===== src/srx_pkg.sv =====
// Constants and types for the stack, rotate, subtract and exchange executor
package srx_pkg;

  // Opcodes
  localparam logic [7:0] OP_PUSH = 8'hC0;
  localparam logic [7:0] OP_SUB_RET = 8'h22;
  localparam logic [7:0] OP_INT_RET = 8'h32;
  localparam logic [7:0] OP_ROT_L = 8'h23;
  localparam logic [7:0] OP_ROT_LC = 8'h33;
  localparam logic [7:0] OP_ROT_R = 8'h03;
  localparam logic [7:0] OP_ROT_RC = 8'h13;
  localparam logic [7:0] OP_SET_CY = 8'hD3;
  localparam logic [7:0] OP_SET_BIT = 8'hD2;
  localparam logic [7:0] OP_BRANCH = 8'h80;
  localparam logic [7:0] OP_SUBTRACT_BORROW_OP_IMM = 8'h94;
  localparam logic [7:0] OP_SUBTRACT_BORROW_OP_DIR = 8'h95;
  localparam logic [7:0] OP_SUBTRACT_BORROW_OP_IND = 8'h96;
  localparam logic [7:0] OP_SUBTRACT_BORROW_OP_REG = 8'h98;
  localparam logic [7:0] OP_SWAP = 8'hC4;
  localparam logic [7:0] OP_XCH_DIR = 8'hC5;
  localparam logic [7:0] OP_XCH_IND = 8'hC6;
  localparam logic [7:0] OP_XCH_REG = 8'hC8;
  localparam logic [7:0] OP_DIGIT_EXCHANGE_OP_IND = 8'hD6;
  localparam logic [7:0] MASK_REG = 8'hF8;
  localparam logic [7:0] MASK_IND = 8'hFE;

  // Special function register addresses on the direct space
  localparam logic [7:0] SFR_ACC = 8'hE0;
  localparam logic [7:0] SFR_PSW = 8'hD0;
  localparam logic [7:0] SFR_SP = 8'h81;
  localparam logic [3:0] BIT_AREA_HI = 4'h2;

  // Status word fields
  localparam int PSW_CY = 7;
  localparam int PSW_AC = 6;
  localparam int PSW_RS_HI = 4;
  localparam int PSW_RS_LO = 3;
  localparam int PSW_OV = 2;

  // Reset values and step sizes
  localparam logic [7:0] ACC_RST = 8'h00;
  localparam logic [7:0] PSW_RST = 8'h00;
  localparam logic [7:0] SP_RST = 8'h07;
  localparam logic [7:0] SP_STEP = 8'h01;
  localparam logic [15:0] BRANCH_STEP = 16'h0002;

  // Wishbone register offsets (byte addresses)
  localparam logic [3:0] WB_CTRL = 4'h0;
  localparam logic [3:0] WB_STATUS = 4'h4;
  localparam logic [3:0] WB_COUNT = 4'h8;
  localparam int CTRL_RUN = 0;
  localparam logic CTRL_RST = 1'b0;

  typedef enum logic [1:0] {
    S_IDLE = 2'b00,
    S_PTR = 2'b01,
    S_EXEC = 2'b10,
    S_RET2 = 2'b11
  } srx_state_t;

endpackage


===== src/srx_ram.sv =====
// Internal data RAM, 256 bytes, one write and one registered read port
`timescale 1ns/1ns
module srx_ram (
  input wire logic clk_sys_i, // System clock
  input wire logic we_i, // Write strobe
  input wire logic [7:0] waddr_i, // Write address
  input wire logic [7:0] wdata_i, // Write data
  input wire logic [7:0] raddr_i, // Read address
  output logic [7:0] rdata_o // Read data, one cycle later
);

  logic [7:0] mem_r [0:255];

  always_ff @(posedge clk_sys_i) begin
    if (we_i) begin
      mem_r[waddr_i] <= wdata_i;
    end
  end

  always_ff @(posedge clk_sys_i) begin
    rdata_o <= mem_r[raddr_i];
  end

endmodule


===== src/srx_exec.sv =====
// Executor for stack, return, rotate, set-bit, branch, subtract and exchange opcodes
//
// Register access over Wishbone and the placing of the registers are this design's own decisions.
`timescale 1ns/1ns
module srx_exec (
  input wire logic clk_sys_i, // 50 MHz system clock
  input wire logic rst_i, // Synchronous reset, active high
  input wire logic instr_valid_i, // Fetch offers an instruction
  input wire logic [7:0] opcode_i, // First instruction byte
  input wire logic [7:0] arg_i, // Second instruction byte
  input wire logic [15:0] pc_i, // Address of the opcode
  output logic instr_ready_o, // Executor takes the offered instruction
  output logic instr_done_o, // Pulse: instruction finished
  output logic pc_load_o, // Pulse: program counter must load
  output logic [15:0] pc_value_o, // New program counter value
  output logic irq_rearm_o, // Pulse: release serviced priority level
  output logic irq_defer_o, // Level: hold pending interrupts
  output logic [7:0] acc_o, // Accumulator
  output logic [7:0] psw_o, // Program status word
  output logic [7:0] stack_pointer_o, // Stack pointer
  input wire logic wb_cyc_i, // Wishbone cycle
  input wire logic wb_stb_i, // Wishbone strobe
  input wire logic wb_we_i, // Wishbone write enable
  input wire logic [3:0] wb_adr_i, // Wishbone byte address
  input wire logic [3:0] wb_sel_i, // Wishbone byte selects
  input wire logic [31:0] wb_dat_i, // Wishbone write data
  output logic [31:0] wb_dat_o, // Wishbone read data
  output logic wb_ack_o // Wishbone acknowledge
);

  srx_pkg::srx_state_t state_r;
  srx_pkg::srx_state_t state_nxt;
  logic [7:0] op_r;
  logic [7:0] arg_r;
  logic [15:0] pc_base_r;
  logic [7:0] ea_r;
  logic [7:0] ea_idle;
  logic sfr_sel_r;
  logic [7:0] acc_r;
  logic [7:0] acc_nxt;
  logic [7:0] psw_r;
  logic [7:0] psw_nxt;
  logic [7:0] sp_r;
  logic [7:0] sp_nxt;
  logic [7:0] pc_hi_r;
  logic run_r;
  logic [31:0] count_r;
  logic take;
  logic finish;
  logic is_reg;
  logic is_ind;
  logic is_dir;
  logic is_pop;
  logic [7:0] ram_raddr;
  logic [7:0] ram_rdata;
  logic ram_we;
  logic [7:0] ram_waddr;
  logic [7:0] ram_wdata;
  logic [7:0] mem_val;
  logic [7:0] sfr_val;
  logic [7:0] src;
  logic [8:0] diff_full;
  logic [4:0] diff_low;
  logic [7:0] diff_seven;
  logic wr_en;
  logic [7:0] wr_val;
  logic [7:0] set_val;
  logic [15:0] branch_tgt;
  logic wb_hit;

  srx_ram u_ram (
    .clk_sys_i(clk_sys_i),
    .we_i(ram_we),
    .waddr_i(ram_waddr),
    .wdata_i(ram_wdata),
    .raddr_i(ram_raddr),
    .rdata_o(ram_rdata)
  );

  assign take = (state_r == srx_pkg::S_IDLE) && instr_valid_i && instr_ready_o;
  assign is_reg = ((opcode_i & srx_pkg::MASK_REG) == srx_pkg::OP_SUBTRACT_BORROW_OP_REG) ||
                  ((opcode_i & srx_pkg::MASK_REG) == srx_pkg::OP_XCH_REG);
  assign is_ind = ((opcode_i & srx_pkg::MASK_IND) == srx_pkg::OP_SUBTRACT_BORROW_OP_IND) ||
                  ((opcode_i & srx_pkg::MASK_IND) == srx_pkg::OP_XCH_IND) ||
                  ((opcode_i & srx_pkg::MASK_IND) == srx_pkg::OP_DIGIT_EXCHANGE_OP_IND);
  assign is_dir = (opcode_i == srx_pkg::OP_SUBTRACT_BORROW_OP_DIR) || (opcode_i == srx_pkg::OP_XCH_DIR) ||
                  (opcode_i == srx_pkg::OP_PUSH);
  assign is_pop = (op_r == srx_pkg::OP_SUB_RET) || (op_r == srx_pkg::OP_INT_RET);

  // Effective address chosen while the instruction is offered
  always_comb begin
    ea_idle = arg_i;
    if (is_reg) begin
      ea_idle = {3'b000, psw_r[srx_pkg::PSW_RS_HI:srx_pkg::PSW_RS_LO], opcode_i[2:0]};
    end else if (is_ind) begin
      ea_idle = {3'b000, psw_r[srx_pkg::PSW_RS_HI:srx_pkg::PSW_RS_LO], 2'b00, opcode_i[0]};
    end else if (opcode_i == srx_pkg::OP_SET_BIT) begin
      ea_idle = arg_i[7] ? {arg_i[7:3], 3'b000} : {srx_pkg::BIT_AREA_HI, arg_i[6:3]};
    end else if (opcode_i == srx_pkg::OP_SUB_RET || opcode_i == srx_pkg::OP_INT_RET) begin
      ea_idle = sp_r;
    end
  end

  // RAM read address per step
  always_comb begin
    case (state_r)
      srx_pkg::S_IDLE: ram_raddr = ea_idle;
      srx_pkg::S_PTR: ram_raddr = ram_rdata;
      srx_pkg::S_EXEC: ram_raddr = 8'(sp_r - srx_pkg::SP_STEP);
      default: ram_raddr = 8'h00;
    endcase
  end

  // Direct reads of the local special function registers
  always_comb begin
    case (ea_r)
      srx_pkg::SFR_ACC: sfr_val = acc_r;
      srx_pkg::SFR_PSW: sfr_val = psw_r;
      srx_pkg::SFR_SP: sfr_val = sp_r;
      default: sfr_val = 8'h00;
    endcase
  end

  assign mem_val = sfr_sel_r ? sfr_val : ram_rdata;
  assign src = (op_r == srx_pkg::OP_SUBTRACT_BORROW_OP_IMM) ? arg_r : mem_val;
  assign diff_full = 9'({1'b0, acc_r} - {1'b0, src} - {8'h00, psw_r[srx_pkg::PSW_CY]});
  assign diff_low = 5'({1'b0, acc_r[3:0]} - {1'b0, src[3:0]} -
                       {4'h0, psw_r[srx_pkg::PSW_CY]});
  assign diff_seven = 8'({1'b0, acc_r[6:0]} - {1'b0, src[6:0]} -
                         {7'h00, psw_r[srx_pkg::PSW_CY]});
  assign set_val = mem_val | (8'h01 << arg_r[2:0]);
  assign branch_tgt = 16'(pc_base_r + srx_pkg::BRANCH_STEP + {{8{arg_r[7]}}, arg_r});

  // Next state
  always_comb begin
    state_nxt = state_r;
    case (state_r)
      srx_pkg::S_IDLE: begin
        if (take) begin
          state_nxt = is_ind ? srx_pkg::S_PTR : srx_pkg::S_EXEC;
        end
      end
      srx_pkg::S_PTR: state_nxt = srx_pkg::S_EXEC;
      srx_pkg::S_EXEC: state_nxt = is_pop ? srx_pkg::S_RET2 : srx_pkg::S_IDLE;
      srx_pkg::S_RET2: state_nxt = srx_pkg::S_IDLE;
      default: state_nxt = srx_pkg::S_IDLE;
    endcase
  end

  assign finish = (state_r == srx_pkg::S_RET2) || (state_r == srx_pkg::S_EXEC && !is_pop);

  // Datapath of the executing instruction
  always_comb begin
    acc_nxt = acc_r;
    psw_nxt = psw_r;
    sp_nxt = sp_r;
    ram_we = 1'b0;
    ram_waddr = ea_r;
    ram_wdata = 8'h00;
    wr_en = 1'b0;
    wr_val = 8'h00;
    if (state_r == srx_pkg::S_EXEC) begin
      if (op_r == srx_pkg::OP_PUSH) begin
        sp_nxt = 8'(sp_r + srx_pkg::SP_STEP);
        ram_we = 1'b1;
        ram_waddr = 8'(sp_r + srx_pkg::SP_STEP);
        ram_wdata = mem_val;
      end else if (is_pop) begin
        sp_nxt = 8'(sp_r - srx_pkg::SP_STEP);
      end else if (op_r == srx_pkg::OP_ROT_L) begin
        acc_nxt = {acc_r[6:0], acc_r[7]};
      end else if (op_r == srx_pkg::OP_ROT_LC) begin
        acc_nxt = {acc_r[6:0], psw_r[srx_pkg::PSW_CY]};
        psw_nxt[srx_pkg::PSW_CY] = acc_r[7];
      end else if (op_r == srx_pkg::OP_ROT_R) begin
        acc_nxt = {acc_r[0], acc_r[7:1]};
      end else if (op_r == srx_pkg::OP_ROT_RC) begin
        acc_nxt = {psw_r[srx_pkg::PSW_CY], acc_r[7:1]};
        psw_nxt[srx_pkg::PSW_CY] = acc_r[0];
      end else if (op_r == srx_pkg::OP_SET_CY) begin
        psw_nxt[srx_pkg::PSW_CY] = 1'b1;
      end else if (op_r == srx_pkg::OP_SET_BIT) begin
        wr_en = 1'b1;
        wr_val = set_val;
      end else if (op_r == srx_pkg::OP_SWAP) begin
        acc_nxt = {acc_r[3:0], acc_r[7:4]};
      end else if (op_r == srx_pkg::OP_SUBTRACT_BORROW_OP_IMM || op_r == srx_pkg::OP_SUBTRACT_BORROW_OP_DIR ||
                   (op_r & srx_pkg::MASK_IND) == srx_pkg::OP_SUBTRACT_BORROW_OP_IND ||
                   (op_r & srx_pkg::MASK_REG) == srx_pkg::OP_SUBTRACT_BORROW_OP_REG) begin
        acc_nxt = diff_full[7:0];
        psw_nxt[srx_pkg::PSW_CY] = diff_full[8];
        psw_nxt[srx_pkg::PSW_AC] = diff_low[4];
        psw_nxt[srx_pkg::PSW_OV] = diff_full[8] ^ diff_seven[7];
      end else if (op_r == srx_pkg::OP_XCH_DIR ||
                   (op_r & srx_pkg::MASK_IND) == srx_pkg::OP_XCH_IND ||
                   (op_r & srx_pkg::MASK_REG) == srx_pkg::OP_XCH_REG) begin
        acc_nxt = mem_val;
        wr_en = 1'b1;
        wr_val = acc_r;
      end else if ((op_r & srx_pkg::MASK_IND) == srx_pkg::OP_DIGIT_EXCHANGE_OP_IND) begin
        acc_nxt = {acc_r[7:4], mem_val[3:0]};
        wr_en = 1'b1;
        wr_val = {mem_val[7:4], acc_r[3:0]};
      end
      // Write back to RAM or to a local special function register
      if (wr_en) begin
        if (!sfr_sel_r) begin
          ram_we = 1'b1;
          ram_wdata = wr_val;
        end else if (ea_r == srx_pkg::SFR_ACC) begin
          acc_nxt = wr_val;
        end else if (ea_r == srx_pkg::SFR_PSW) begin
          psw_nxt = wr_val;
        end else if (ea_r == srx_pkg::SFR_SP) begin
          sp_nxt = wr_val;
        end
      end
    end else if (state_r == srx_pkg::S_RET2) begin
      sp_nxt = 8'(sp_r - srx_pkg::SP_STEP);
    end
  end

  always_ff @(posedge clk_sys_i) begin
    if (rst_i) begin
      state_r <= srx_pkg::S_IDLE;
    end else begin
      state_r <= state_nxt;
    end
  end

  // Instruction capture
  always_ff @(posedge clk_sys_i) begin
    if (rst_i) begin
      op_r <= 8'h00;
      arg_r <= 8'h00;
      pc_base_r <= 16'h0000;
      ea_r <= 8'h00;
      sfr_sel_r <= 1'b0;
    end else if (take) begin
      op_r <= opcode_i;
      arg_r <= arg_i;
      pc_base_r <= pc_i;
      ea_r <= ea_idle;
      sfr_sel_r <= (is_dir || opcode_i == srx_pkg::OP_SET_BIT) && ea_idle[7];
    end else if (state_r == srx_pkg::S_PTR) begin
      ea_r <= ram_rdata;
      sfr_sel_r <= 1'b0;
    end
  end

  // Core registers; interrupt return touches only PC and stack pointer
  always_ff @(posedge clk_sys_i) begin
    if (rst_i) begin
      acc_r <= srx_pkg::ACC_RST;
      psw_r <= srx_pkg::PSW_RST;
      sp_r <= srx_pkg::SP_RST;
    end else begin
      acc_r <= acc_nxt;
      psw_r <= psw_nxt;
      sp_r <= sp_nxt;
    end
  end

  // Program counter hand-back
  always_ff @(posedge clk_sys_i) begin
    if (rst_i) begin
      pc_hi_r <= 8'h00;
      pc_load_o <= 1'b0;
      pc_value_o <= 16'h0000;
    end else begin
      pc_load_o <= 1'b0;
      if (state_r == srx_pkg::S_EXEC && is_pop) begin
        pc_hi_r <= ram_rdata;
      end
      if (state_r == srx_pkg::S_RET2) begin
        pc_load_o <= 1'b1;
        pc_value_o <= {pc_hi_r, ram_rdata};
      end else if (state_r == srx_pkg::S_EXEC && op_r == srx_pkg::OP_BRANCH) begin
        pc_load_o <= 1'b1;
        pc_value_o <= branch_tgt;
      end
    end
  end

  // Interrupt controller hand-shake
  always_ff @(posedge clk_sys_i) begin
    if (rst_i) begin
      irq_rearm_o <= 1'b0;
      irq_defer_o <= 1'b0;
    end else begin
      irq_rearm_o <= finish && op_r == srx_pkg::OP_INT_RET;
      if (finish) begin
        irq_defer_o <= op_r == srx_pkg::OP_INT_RET;
      end
    end
  end

  // Handshake toward fetch
  always_ff @(posedge clk_sys_i) begin
    if (rst_i) begin
      instr_ready_o <= 1'b0;
      instr_done_o <= 1'b0;
    end else begin
      instr_ready_o <= run_r && !take && state_nxt == srx_pkg::S_IDLE;
      instr_done_o <= finish;
    end
  end

  always_ff @(posedge clk_sys_i) begin
    if (rst_i) begin
      acc_o <= srx_pkg::ACC_RST;
      psw_o <= srx_pkg::PSW_RST;
      stack_pointer_o <= srx_pkg::SP_RST;
    end else begin
      acc_o <= acc_nxt;
      psw_o <= psw_nxt;
      stack_pointer_o <= sp_nxt;
    end
  end

  // Wishbone slave: control, status and retired-instruction count
  assign wb_hit = wb_cyc_i && wb_stb_i && !wb_ack_o;

  always_ff @(posedge clk_sys_i) begin
    if (rst_i) begin
      wb_ack_o <= 1'b0;
      wb_dat_o <= 32'h0000_0000;
    end else begin
      wb_ack_o <= wb_hit;
      wb_dat_o <= 32'h0000_0000;
      if (wb_hit && !wb_we_i) begin
        case (wb_adr_i)
          srx_pkg::WB_CTRL: wb_dat_o <= {31'h0000_0000, run_r};
          srx_pkg::WB_STATUS: wb_dat_o <= {6'h00, state_r, sp_r, psw_r, acc_r};
          srx_pkg::WB_COUNT: wb_dat_o <= count_r;
          default: wb_dat_o <= 32'h0000_0000;
        endcase
      end
    end
  end

  always_ff @(posedge clk_sys_i) begin
    if (rst_i) begin
      run_r <= srx_pkg::CTRL_RST;
    end else if (wb_hit && wb_we_i && wb_adr_i == srx_pkg::WB_CTRL && wb_sel_i[0]) begin
      run_r <= wb_dat_i[srx_pkg::CTRL_RUN];
    end
  end

  always_ff @(posedge clk_sys_i) begin
    if (rst_i) begin
      count_r <= 32'h0000_0000;
    end else if (finish) begin
      count_r <= 32'(count_r + 32'h0000_0001);
    end
  end

endmodule


===== config.mk =====
export PLATFORM = sky130hd
export DESIGN_NAME = srx_exec
export DESIGN_NICKNAME = d
export VERILOG_FILES = /design/src/srx_pkg.sv /design/src/srx_ram.sv /design/src/srx_exec.sv
export SDC_FILE = /design/constraint.sdc
export NUM_CORES = 2
export LEC_CHECK = 0
export ABC_AREA = 1
export BUFFER_PORTS_ARGS = -buffer_cell sky130_fd_sc_hd__buf_4
export CAP_MARGIN = 20
export CORE_MARGIN = 3
export CORE_UTILIZATION = 31
export CTS_CLUSTER_DIAMETER = 60
export DETAILED_ROUTE_END_ITERATION = 10
export HOLD_SLACK_MARGIN = 0.1
export PLACE_DENSITY = 0.44
export SYNTH_ARGS = -nofsm -noshare
export SYNTH_HDL_FRONTEND = slang
export SYNTH_SLANG_ARGS = --single-unit

===== constraint.sdc =====
create_clock -name clk_sys_i -period 19.8 [get_ports clk_sys_i]
set_input_delay 0.99 -clock clk_sys_i [delete_from_list [all_inputs] [get_ports clk_sys_i]]
set_output_delay 0.99 -clock clk_sys_i [all_outputs]
set_load 0.01 [all_outputs]

After elaboration in Yosys (flattened, before gate mapping)
Memories as Yosys holds them, arrays and structs flattened. A register that Yosys moved wholly into a read port is not among the register bits.
Cells that the tools add are included.

word-level totals
  input port bits = 78
  memories kept = 1
  register bits = 162
  bits in writable memories = 2048
  output and inout bits = 78
  memory bits (read-only) = 0
  logic and storage cells = 227
  latch bits = 0

cells by class
  multipliers = 0
  bitwise operators = 4
  shift-type cells = 1
  magnitude comparators = 0
  equal/unequal tests = 38
  add/sub/neg operators = 11
  divide/modulo/power cells = 0
  muxes and demuxes = 110
  reductions and logical operators = 41

memory list
  memory       words  bits a word  rd ports  clocked after memory_dff  write ports  line           text
  u_ram.mem_r  256    8            1         1                         1            srx_ram.sv:12  logic [7:0] mem_r [0:255];

operators with widths
  cell                     count
  $mux W8                  54
  $eq A8 B8 Y1 const B     15
  $pmux W32 S3             1
  $eq A8 B6 Y1 const B     6
  $pmux W8 S3              2
  $eq A7 B7 Y1 const B     6
  $mux W1                  39
  $add A32 B1 Y32 const B  1
  $mux W16                 2
  $eq A5 B5 Y1 const B     4
  $mux W2                  10
  $add A16 B16 Y16         1
  $add A16 B2 Y16 const B  1
  $logic_and A1 B1 Y1      15
  $logic_or A1 B1 Y1       14
  $sub A8 B8 Y9            1
  $sub A9 B1 Y9            1
  $add A8 B1 Y8 const B    1
  $eq A8 B2 Y1 const B     1
  $eq A8 B5 Y1 const B     1
  $or A8 B8 Y8             1
  $pmux W2 S4              1
  $shl A1 B3 Y8 const A    1
  $sub A7 B7 Y8            1
  other kinds (17)         25

Depth between registers and ports, before layout
  depth after elaboration = 21
  gate-level depth with buffers = 29
  mapped depth without buffers = 29

Modules after synthesis
A second synthesis with hierarchy kept.

second synthesis, totals
  cells, all modules = 8558
  area total of the unflattened synthesis = 93647.3 um2

by module, submodules not included
  module    area an instance (um2)  seq. area each (um2)  times used  cells each
  srx_ram   83396.2                 61659.1               1           7003
  srx_exec  10251.1                 3243.1                1           1555

Least setup slack after synthesis
OpenSTA, ideal clock, no wires.

  kind = register to register
  from = register op_r[5]
  to = memory u_ram.mem_r[0][1] (data pin)
  cell stages (with the launch flop) = 11
  setup slack = 6.126 ns
  buffers on the path = 1
  clock period less this slack = 13.674 ns
  data required time = 17.610 ns
  setup time = 2.190 ns
  arrival = 11.484 ns
  path through = dfxtp_1 -> buf_2 -> nor3_2 -> inv_2 -> nor2_2 -> inv_1 -> nor2_1 -> inv_1 -> nor2_1 -> o221ai_1 -> o21ai_0

between the ends
  word-level cells in the longest chain between the ends = 17
  elaborated cells between the ends (all ways) = 53
  classes of those cells = eq/ne (18); mux (29); reduce/logical (6)

ends and longest elaborated chain
  element                                       line                              text
  start: declaration                            srx_exec.sv:33                    logic [7:0] op_r;
  start signal: assignment                      srx_exec.sv:240                   op_r <= opcode_i;
  $eq A8 B8 Y1, or another cell as far along    srx_exec.sv:194                   end else if (op_r == srx_pkg::OP_XCH_DIR ||
  $logic_or A1 B1 Y1, on equally long branches  srx_exec.sv:194, srx_exec.sv:187
  $logic_or A1 B1 Y1, on equally long branches  srx_exec.sv:195, srx_exec.sv:187
  $mux W8, or another cell as far along         srx_exec.sv:194
  $mux W8 or $mux W1 (tied branches)            srx_exec.sv:187                   end else if (op_r == srx_pkg::OP_SUBTRACT_BORROW_OP_IMM || op_r == srx_pkg::OP_SUBTRACT_BORROW_OP_DIR ||
  $mux W8 or $mux W1 (tied branches)            srx_exec.sv:185                   end else if (op_r == srx_pkg::OP_SWAP) begin
  $mux W8 or $mux W1 (tied branches)            srx_exec.sv:182                   end else if (op_r == srx_pkg::OP_SET_BIT) begin
  $mux W8 or $mux W1 (tied branches)            srx_exec.sv:180                   end else if (op_r == srx_pkg::OP_SET_CY) begin
  [... 2 more ...]                              n/a
  $mux W8 or $mux W1 (tied branches)            srx_exec.sv:172                   end else if (op_r == srx_pkg::OP_ROT_LC) begin
  $mux W8 or $mux W1 (tied branches)            srx_exec.sv:170                   end else if (op_r == srx_pkg::OP_ROT_L) begin
  $mux W8 or $mux W1 (tied branches)            srx_exec.sv:168                   end else if (is_pop) begin
  $mux W8 or $mux W1 (tied branches)            srx_exec.sv:163                   if (op_r == srx_pkg::OP_PUSH) begin
  $mux W8 or $mux W1 (tied branches)            srx_exec.sv:207, srx_exec.sv:162
  $mux W8 (*)                                   srx_exec.sv:206                   if (wr_en) begin
  $mux W8 (*)                                   srx_exec.sv:162                   if (state_r == srx_pkg::S_EXEC) begin
  via ram_wdata[1]                              srx_exec.sv:58                    logic [7:0] ram_wdata;
  end: declaration                              srx_ram.sv:12

The timed path passes the listed nets; every way through them passes the cells marked *. The select of a mux whose other input is x is not followed.

Worst setup path after layout
  from = register state_r[1]
  to = register u_ram.rdata_o[4], read port of u_ram.mem_r

between the ends
  word-level cells in the longest chain between the ends = 2
  elaborated cells between the ends (all ways) = 4
  classes of those cells = eq/ne (2); mux (1); reduce/logical (1)

ends and longest elaborated chain
  element                                     line             text
  start: declaration                          srx_exec.sv:31   srx_pkg::srx_state_t state_r;
  start signal: assignment                    srx_exec.sv:225  state_r <= srx_pkg::S_IDLE;
  start signal: assignment                    srx_exec.sv:227  state_r <= state_nxt;
  $eq A2 B2 Y1, or another cell as far along  srx_exec.sv:106  case (state_r)
  $pmux W8 S3 (*)                             srx_exec.sv:106
  end: declaration                            srx_ram.sv:9     output logic [7:0] rdata_o

Mark *: on every way between the ends. The rest lies on a longest branch, timed or not.
A chain may end at the register's enable or synchronous reset.

==> impl_metrics.ini <==
[min_path]
hold_class = in2reg
min_from = pc_i[8]
worstHoldEndpoint = pc_base_r[8]$_SDFFE_PP0P_
holdPathStages = 3

[global_route]
grt_usage_pct = 18.7
met1_usage_pct = 25.9
use_met2_pct = 30.7
grt_max_degree = 167
grt-busiest-layer = met2
grtUsageMet3_pct = 2.60
grt_antenna_before_repair = 13
grt_pass1_vias = 67300
grt_first_pass_wirelength_mm = 465
globalRoute.totalOverflow = 0

[drt]
drt_iter0_markers = 5736
routed_wl_mm = 318
ant_nets = 0
viasPerCell = 4.90
wl_per_cell_um = 22.5
vias = 69500
first_pass_iters = 6
drc = 0

[worst_setup_path]
r2r-end = u_ram.rdata_o[4]$_DFF_P_
cp.buffers_inverters = 7
critPathMostFrequentCell = nand3_1
critical_path_peak_fanout = 166
cp.arrival_ns = 8.17
r2r_start = state_r[1]$_SDFF_PP0_
critPathMaxStageDelay_ns = 0.81
required_ns = 20.59
cp_slowest_cell = buf_4
cp_cell_sequence = inv_2 > nor2_1 > buf_4 > inv_2 > o21ai_0 > inv_8 > nand2_8 > buf_12 > buf_4 > buf_4 > nand2_1 > nand3_1 > nand3_1 > nand3_1 > nand3_1 > nand3_1 > nand3_1 > nand3_1 > nand2_1
crit_family = buffers and inverters
critPathKind = reg2reg
reg2reg_slack_ns = 12.43
reg2reg_depth = 19
cp-start-kind = register
worst_setup_path_end_kind = register

[run_status]
failed_checks = slew limit
status = finished, violations left

[yosys]
syn-num-nets = 9883
syn_inst = 9756
ys.warnings.count = 0
synth_compound_area_share_pct = 2.98
avgSynthCellArea_sq_um = 10.3
synth_area_sq_um = 101000
synth-adder-area-share_pct = 0.632
muxShareOfSynthArea_pct = 0
yosysSeqAreaShare_pct = 64.5
async_flop_share_pct = 0
synth_edf_count = 2048
synth_top_family_by_area = simple AND/OR/NAND/NOR gates
ys_types = 60
synth-main-ff-cell = edfxtp_1
synth_simple_gate_area_share_pct = 22.8
synthXorXnorAreaFrac_pct = 0.244
synth_seq_cells = 2218

[sta]
fin_crit_sh_pct = 37.2
fin_skew_ns = 0.0769
fmaxAchievable_mhz = 136
min_period_ns = 7.37
slew_headroom_pct = -1.72
hold_violations = 0
setup_tns_ns = 0
report.final.setup_viol = 0
rsz0062_at_grt = no
final_max_slew_viol_count = 42
worstMarginPinSlew_ns = 1.53
hold_ws_ns = 0.367

[placement]
gp_congestion = 0.866
post-dp-hpwl_mm = 179
dpl_cell_area_sq_um = 105000
dp_cells = 13700
portBuffers = 121

[floorplanning]
fp.dieH_um = 576
core_area_sq_um = 322000
row_count = 208
initial_utilization_pct = 31.3
num_io_pins = 156
die_area_sq_um = 331000
dieWidth_um = 576

[job]
drv_cap = 0

[cells_and_area]
drive_above_1_share_pct = 6.92
finalNonFillerCells = 14200
n_fill_cell = 32000
area.growth.synth_to_final_pct = 12.7
final_nets = 9790
layout_common_cells = nand3_1, edfxtp_1, nand2_1
fin_area_sq_um = 113000
final_util_pct = 35.2
final_common_cell = nand3_1

[cts]
cts_inserted_buffers = 265
clock-root-buffer = clkbuf_16
postCtsSetupBuffers = 0
insertion_delay_ns = 0.91
htree_levels = 5
clockBufferDepth = 4
clk_pin_slew_ns = 0.06
hold_buffers = 0
ctsResizeCount = 0
cts_tree = done
cts.sink_count = 2218

[power_and_ir_drop]
leakagePower_nw = 44.0
peakVddDrop_mv = 0.0574
power_density_nw_per_um2 = 92.6
## cells by family (layout without fill, tap and decap cells)
kind of cell | Yosys count | after routing
AND/OR/NAND/NOR | 4832 | 4832
adder cells (fa/ha/maj) | 49 | 49
AO/OA/AOI/OAI | 498 | 498
XOR/XNOR | 28 | 28
other | 0 | 5
flip-flops | 2218 | 2218
buffers and inverters | 2131 | 2240
## per-stage QoR
| stage | power, W | worst slack, ns |
|---|---|---|
| 4_1_cts | 0.0106 | 12.49 |
| 3_3_place_gp | 0.00586 | 12.36 |
| 5_1_grt | 0.0109 | 12.03 |
| 3_5_place_dp | 0.00586 | 12.33 |
| 6_report | 0.0105 | 12.43 |
| 2_1_floorplan | 0.00560 | 6.13 |
## metal layers
layer  vias up  part of all wire [%]
met5         -                     0
met4         0                   2.4
li1      32800                     -
met3       381                   5.8
met1     34300                    45
met2      1959                    47
## registers in the layout (all words and copies together) (netlist names), 16 cells and up
signal	count
u_ram.mem_r	2048
pc_value_o	16
pc_base_r	16
count_r	32
wb_dat_o	32
## layout make-up
cell class | count | area [sq um] | area share (%)
clock inverters | 129 | 1300 | 1.15
well taps | 4305 | 5390 | 4.75
inverters | 1539 | 5790 | 5.11
diodes | 5 | 12.5 | 0.0110
flip-flops and latches | 2218 | 64900 | 57.2
repair buffers | 232 | 1910 | 1.69
clock buffers | 340 | 7050 | 6.21
multi-input cells | 5407 | 27100 | 23.9
## power breakdown
part / leakage (nW) / internal [W] / switching (W)
clock network: 4.05 / 0.00274 / 0.00201
registers: 15.5 / 0.00504 / 0.0000124
logic: 24.4 / 0.000167 / 0.000531
total: 44.0 / 0.00795 / 0.00255
## worst max-delay path by stage
| stage | to | slack, ns | from | depth (start not counted) |
|---|---|---|---|---|
| after floorplan | u_ram.mem_r[0][1]$_DFFE_PP_ | 6.13 | op_r[5]$_SDFFE_PP0P_ | 10 |
| after global placement | u_ram.rdata_o[7]$_DFF_P_ | 12.36 | opcode_i[0] | 22 |
| after detailed placement | u_ram.rdata_o[4]$_DFF_P_ | 12.33 | opcode_i[0] | 22 |
| after CTS | u_ram.rdata_o[4]$_DFF_P_ | 12.49 | state_r[1]$_SDFF_PP0_ | 19 |
| after global routing | u_ram.rdata_o[4]$_DFF_P_ | 12.03 | state_r[1]$_SDFF_PP0_ | 19 |
| final | u_ram.rdata_o[4]$_DFF_P_ | 12.43 | state_r[1]$_SDFF_PP0_ | 19 |
## cell usage after synthesis (all sizes together) (2+ instances only)
| cell type | number | area [sq um] |
|---|---|---|
| inv | 1534 | 5760 |
| clkbuf | 120 | 450 |
| o311ai | 4 | 35.0 |
| ha | 46 | 576 |
| o221ai | 5 | 43.8 |
| a21boi | 2 | 15.0 |
| nand4 | 18 | 119 |
| nand3 | 2068 | 10400 |
| nand3b | 477 | 3580 |
| o211ai | 116 | 871 |
| nor3b | 7 | 52.6 |
| fa | 3 | 60.1 |
| a31oi | 23 | 150 |
| nand2 | 1746 | 6590 |
| a311oi | 2 | 17.5 |
| a221oi | 4 | 35.0 |
| a22oi | 6 | 45.0 |
| edfxtp | 2048 | 61500 |
| or2 | 28 | 175 |
| a21oi | 140 | 712 |
| buf | 472 | 2680 |
| dfxtp | 170 | 3400 |
| nor3 | 42 | 252 |
| xor2 | 20 | 175 |
| o31ai | 3 | 22.5 |
| o21ai | 155 | 787 |
| o21a | 8 | 60.1 |
| o21bai | 6 | 45.0 |
| nor4 | 10 | 62.6 |
| a211oi | 2 | 15.0 |
| clkinv | 5 | 18.8 |
| nor2 | 434 | 1700 |
| xnor2 | 8 | 70.1 |
| o22ai | 18 | 113 |
## worst register-to-register path, stage by stage, from the launching register on
cell	delay, ns
dfxtp_1	0.70
inv_2	0.24
nor2_1	0.14
buf_4	0.24
inv_2	0.31
o21ai_0	0.59
inv_8	0.40
nand2_8	0.61
buf_12	0.59
buf_4	1.08
buf_4	0.79
nand2_1	0.14
nand3_1	0.15
nand3_1	0.10
nand3_1	0.15
nand3_1	0.32
nand3_1	0.21
nand3_1	0.24
nand3_1	0.20
nand2_1	0.07
Note: power is estimated with default switching activity, not from simulation.
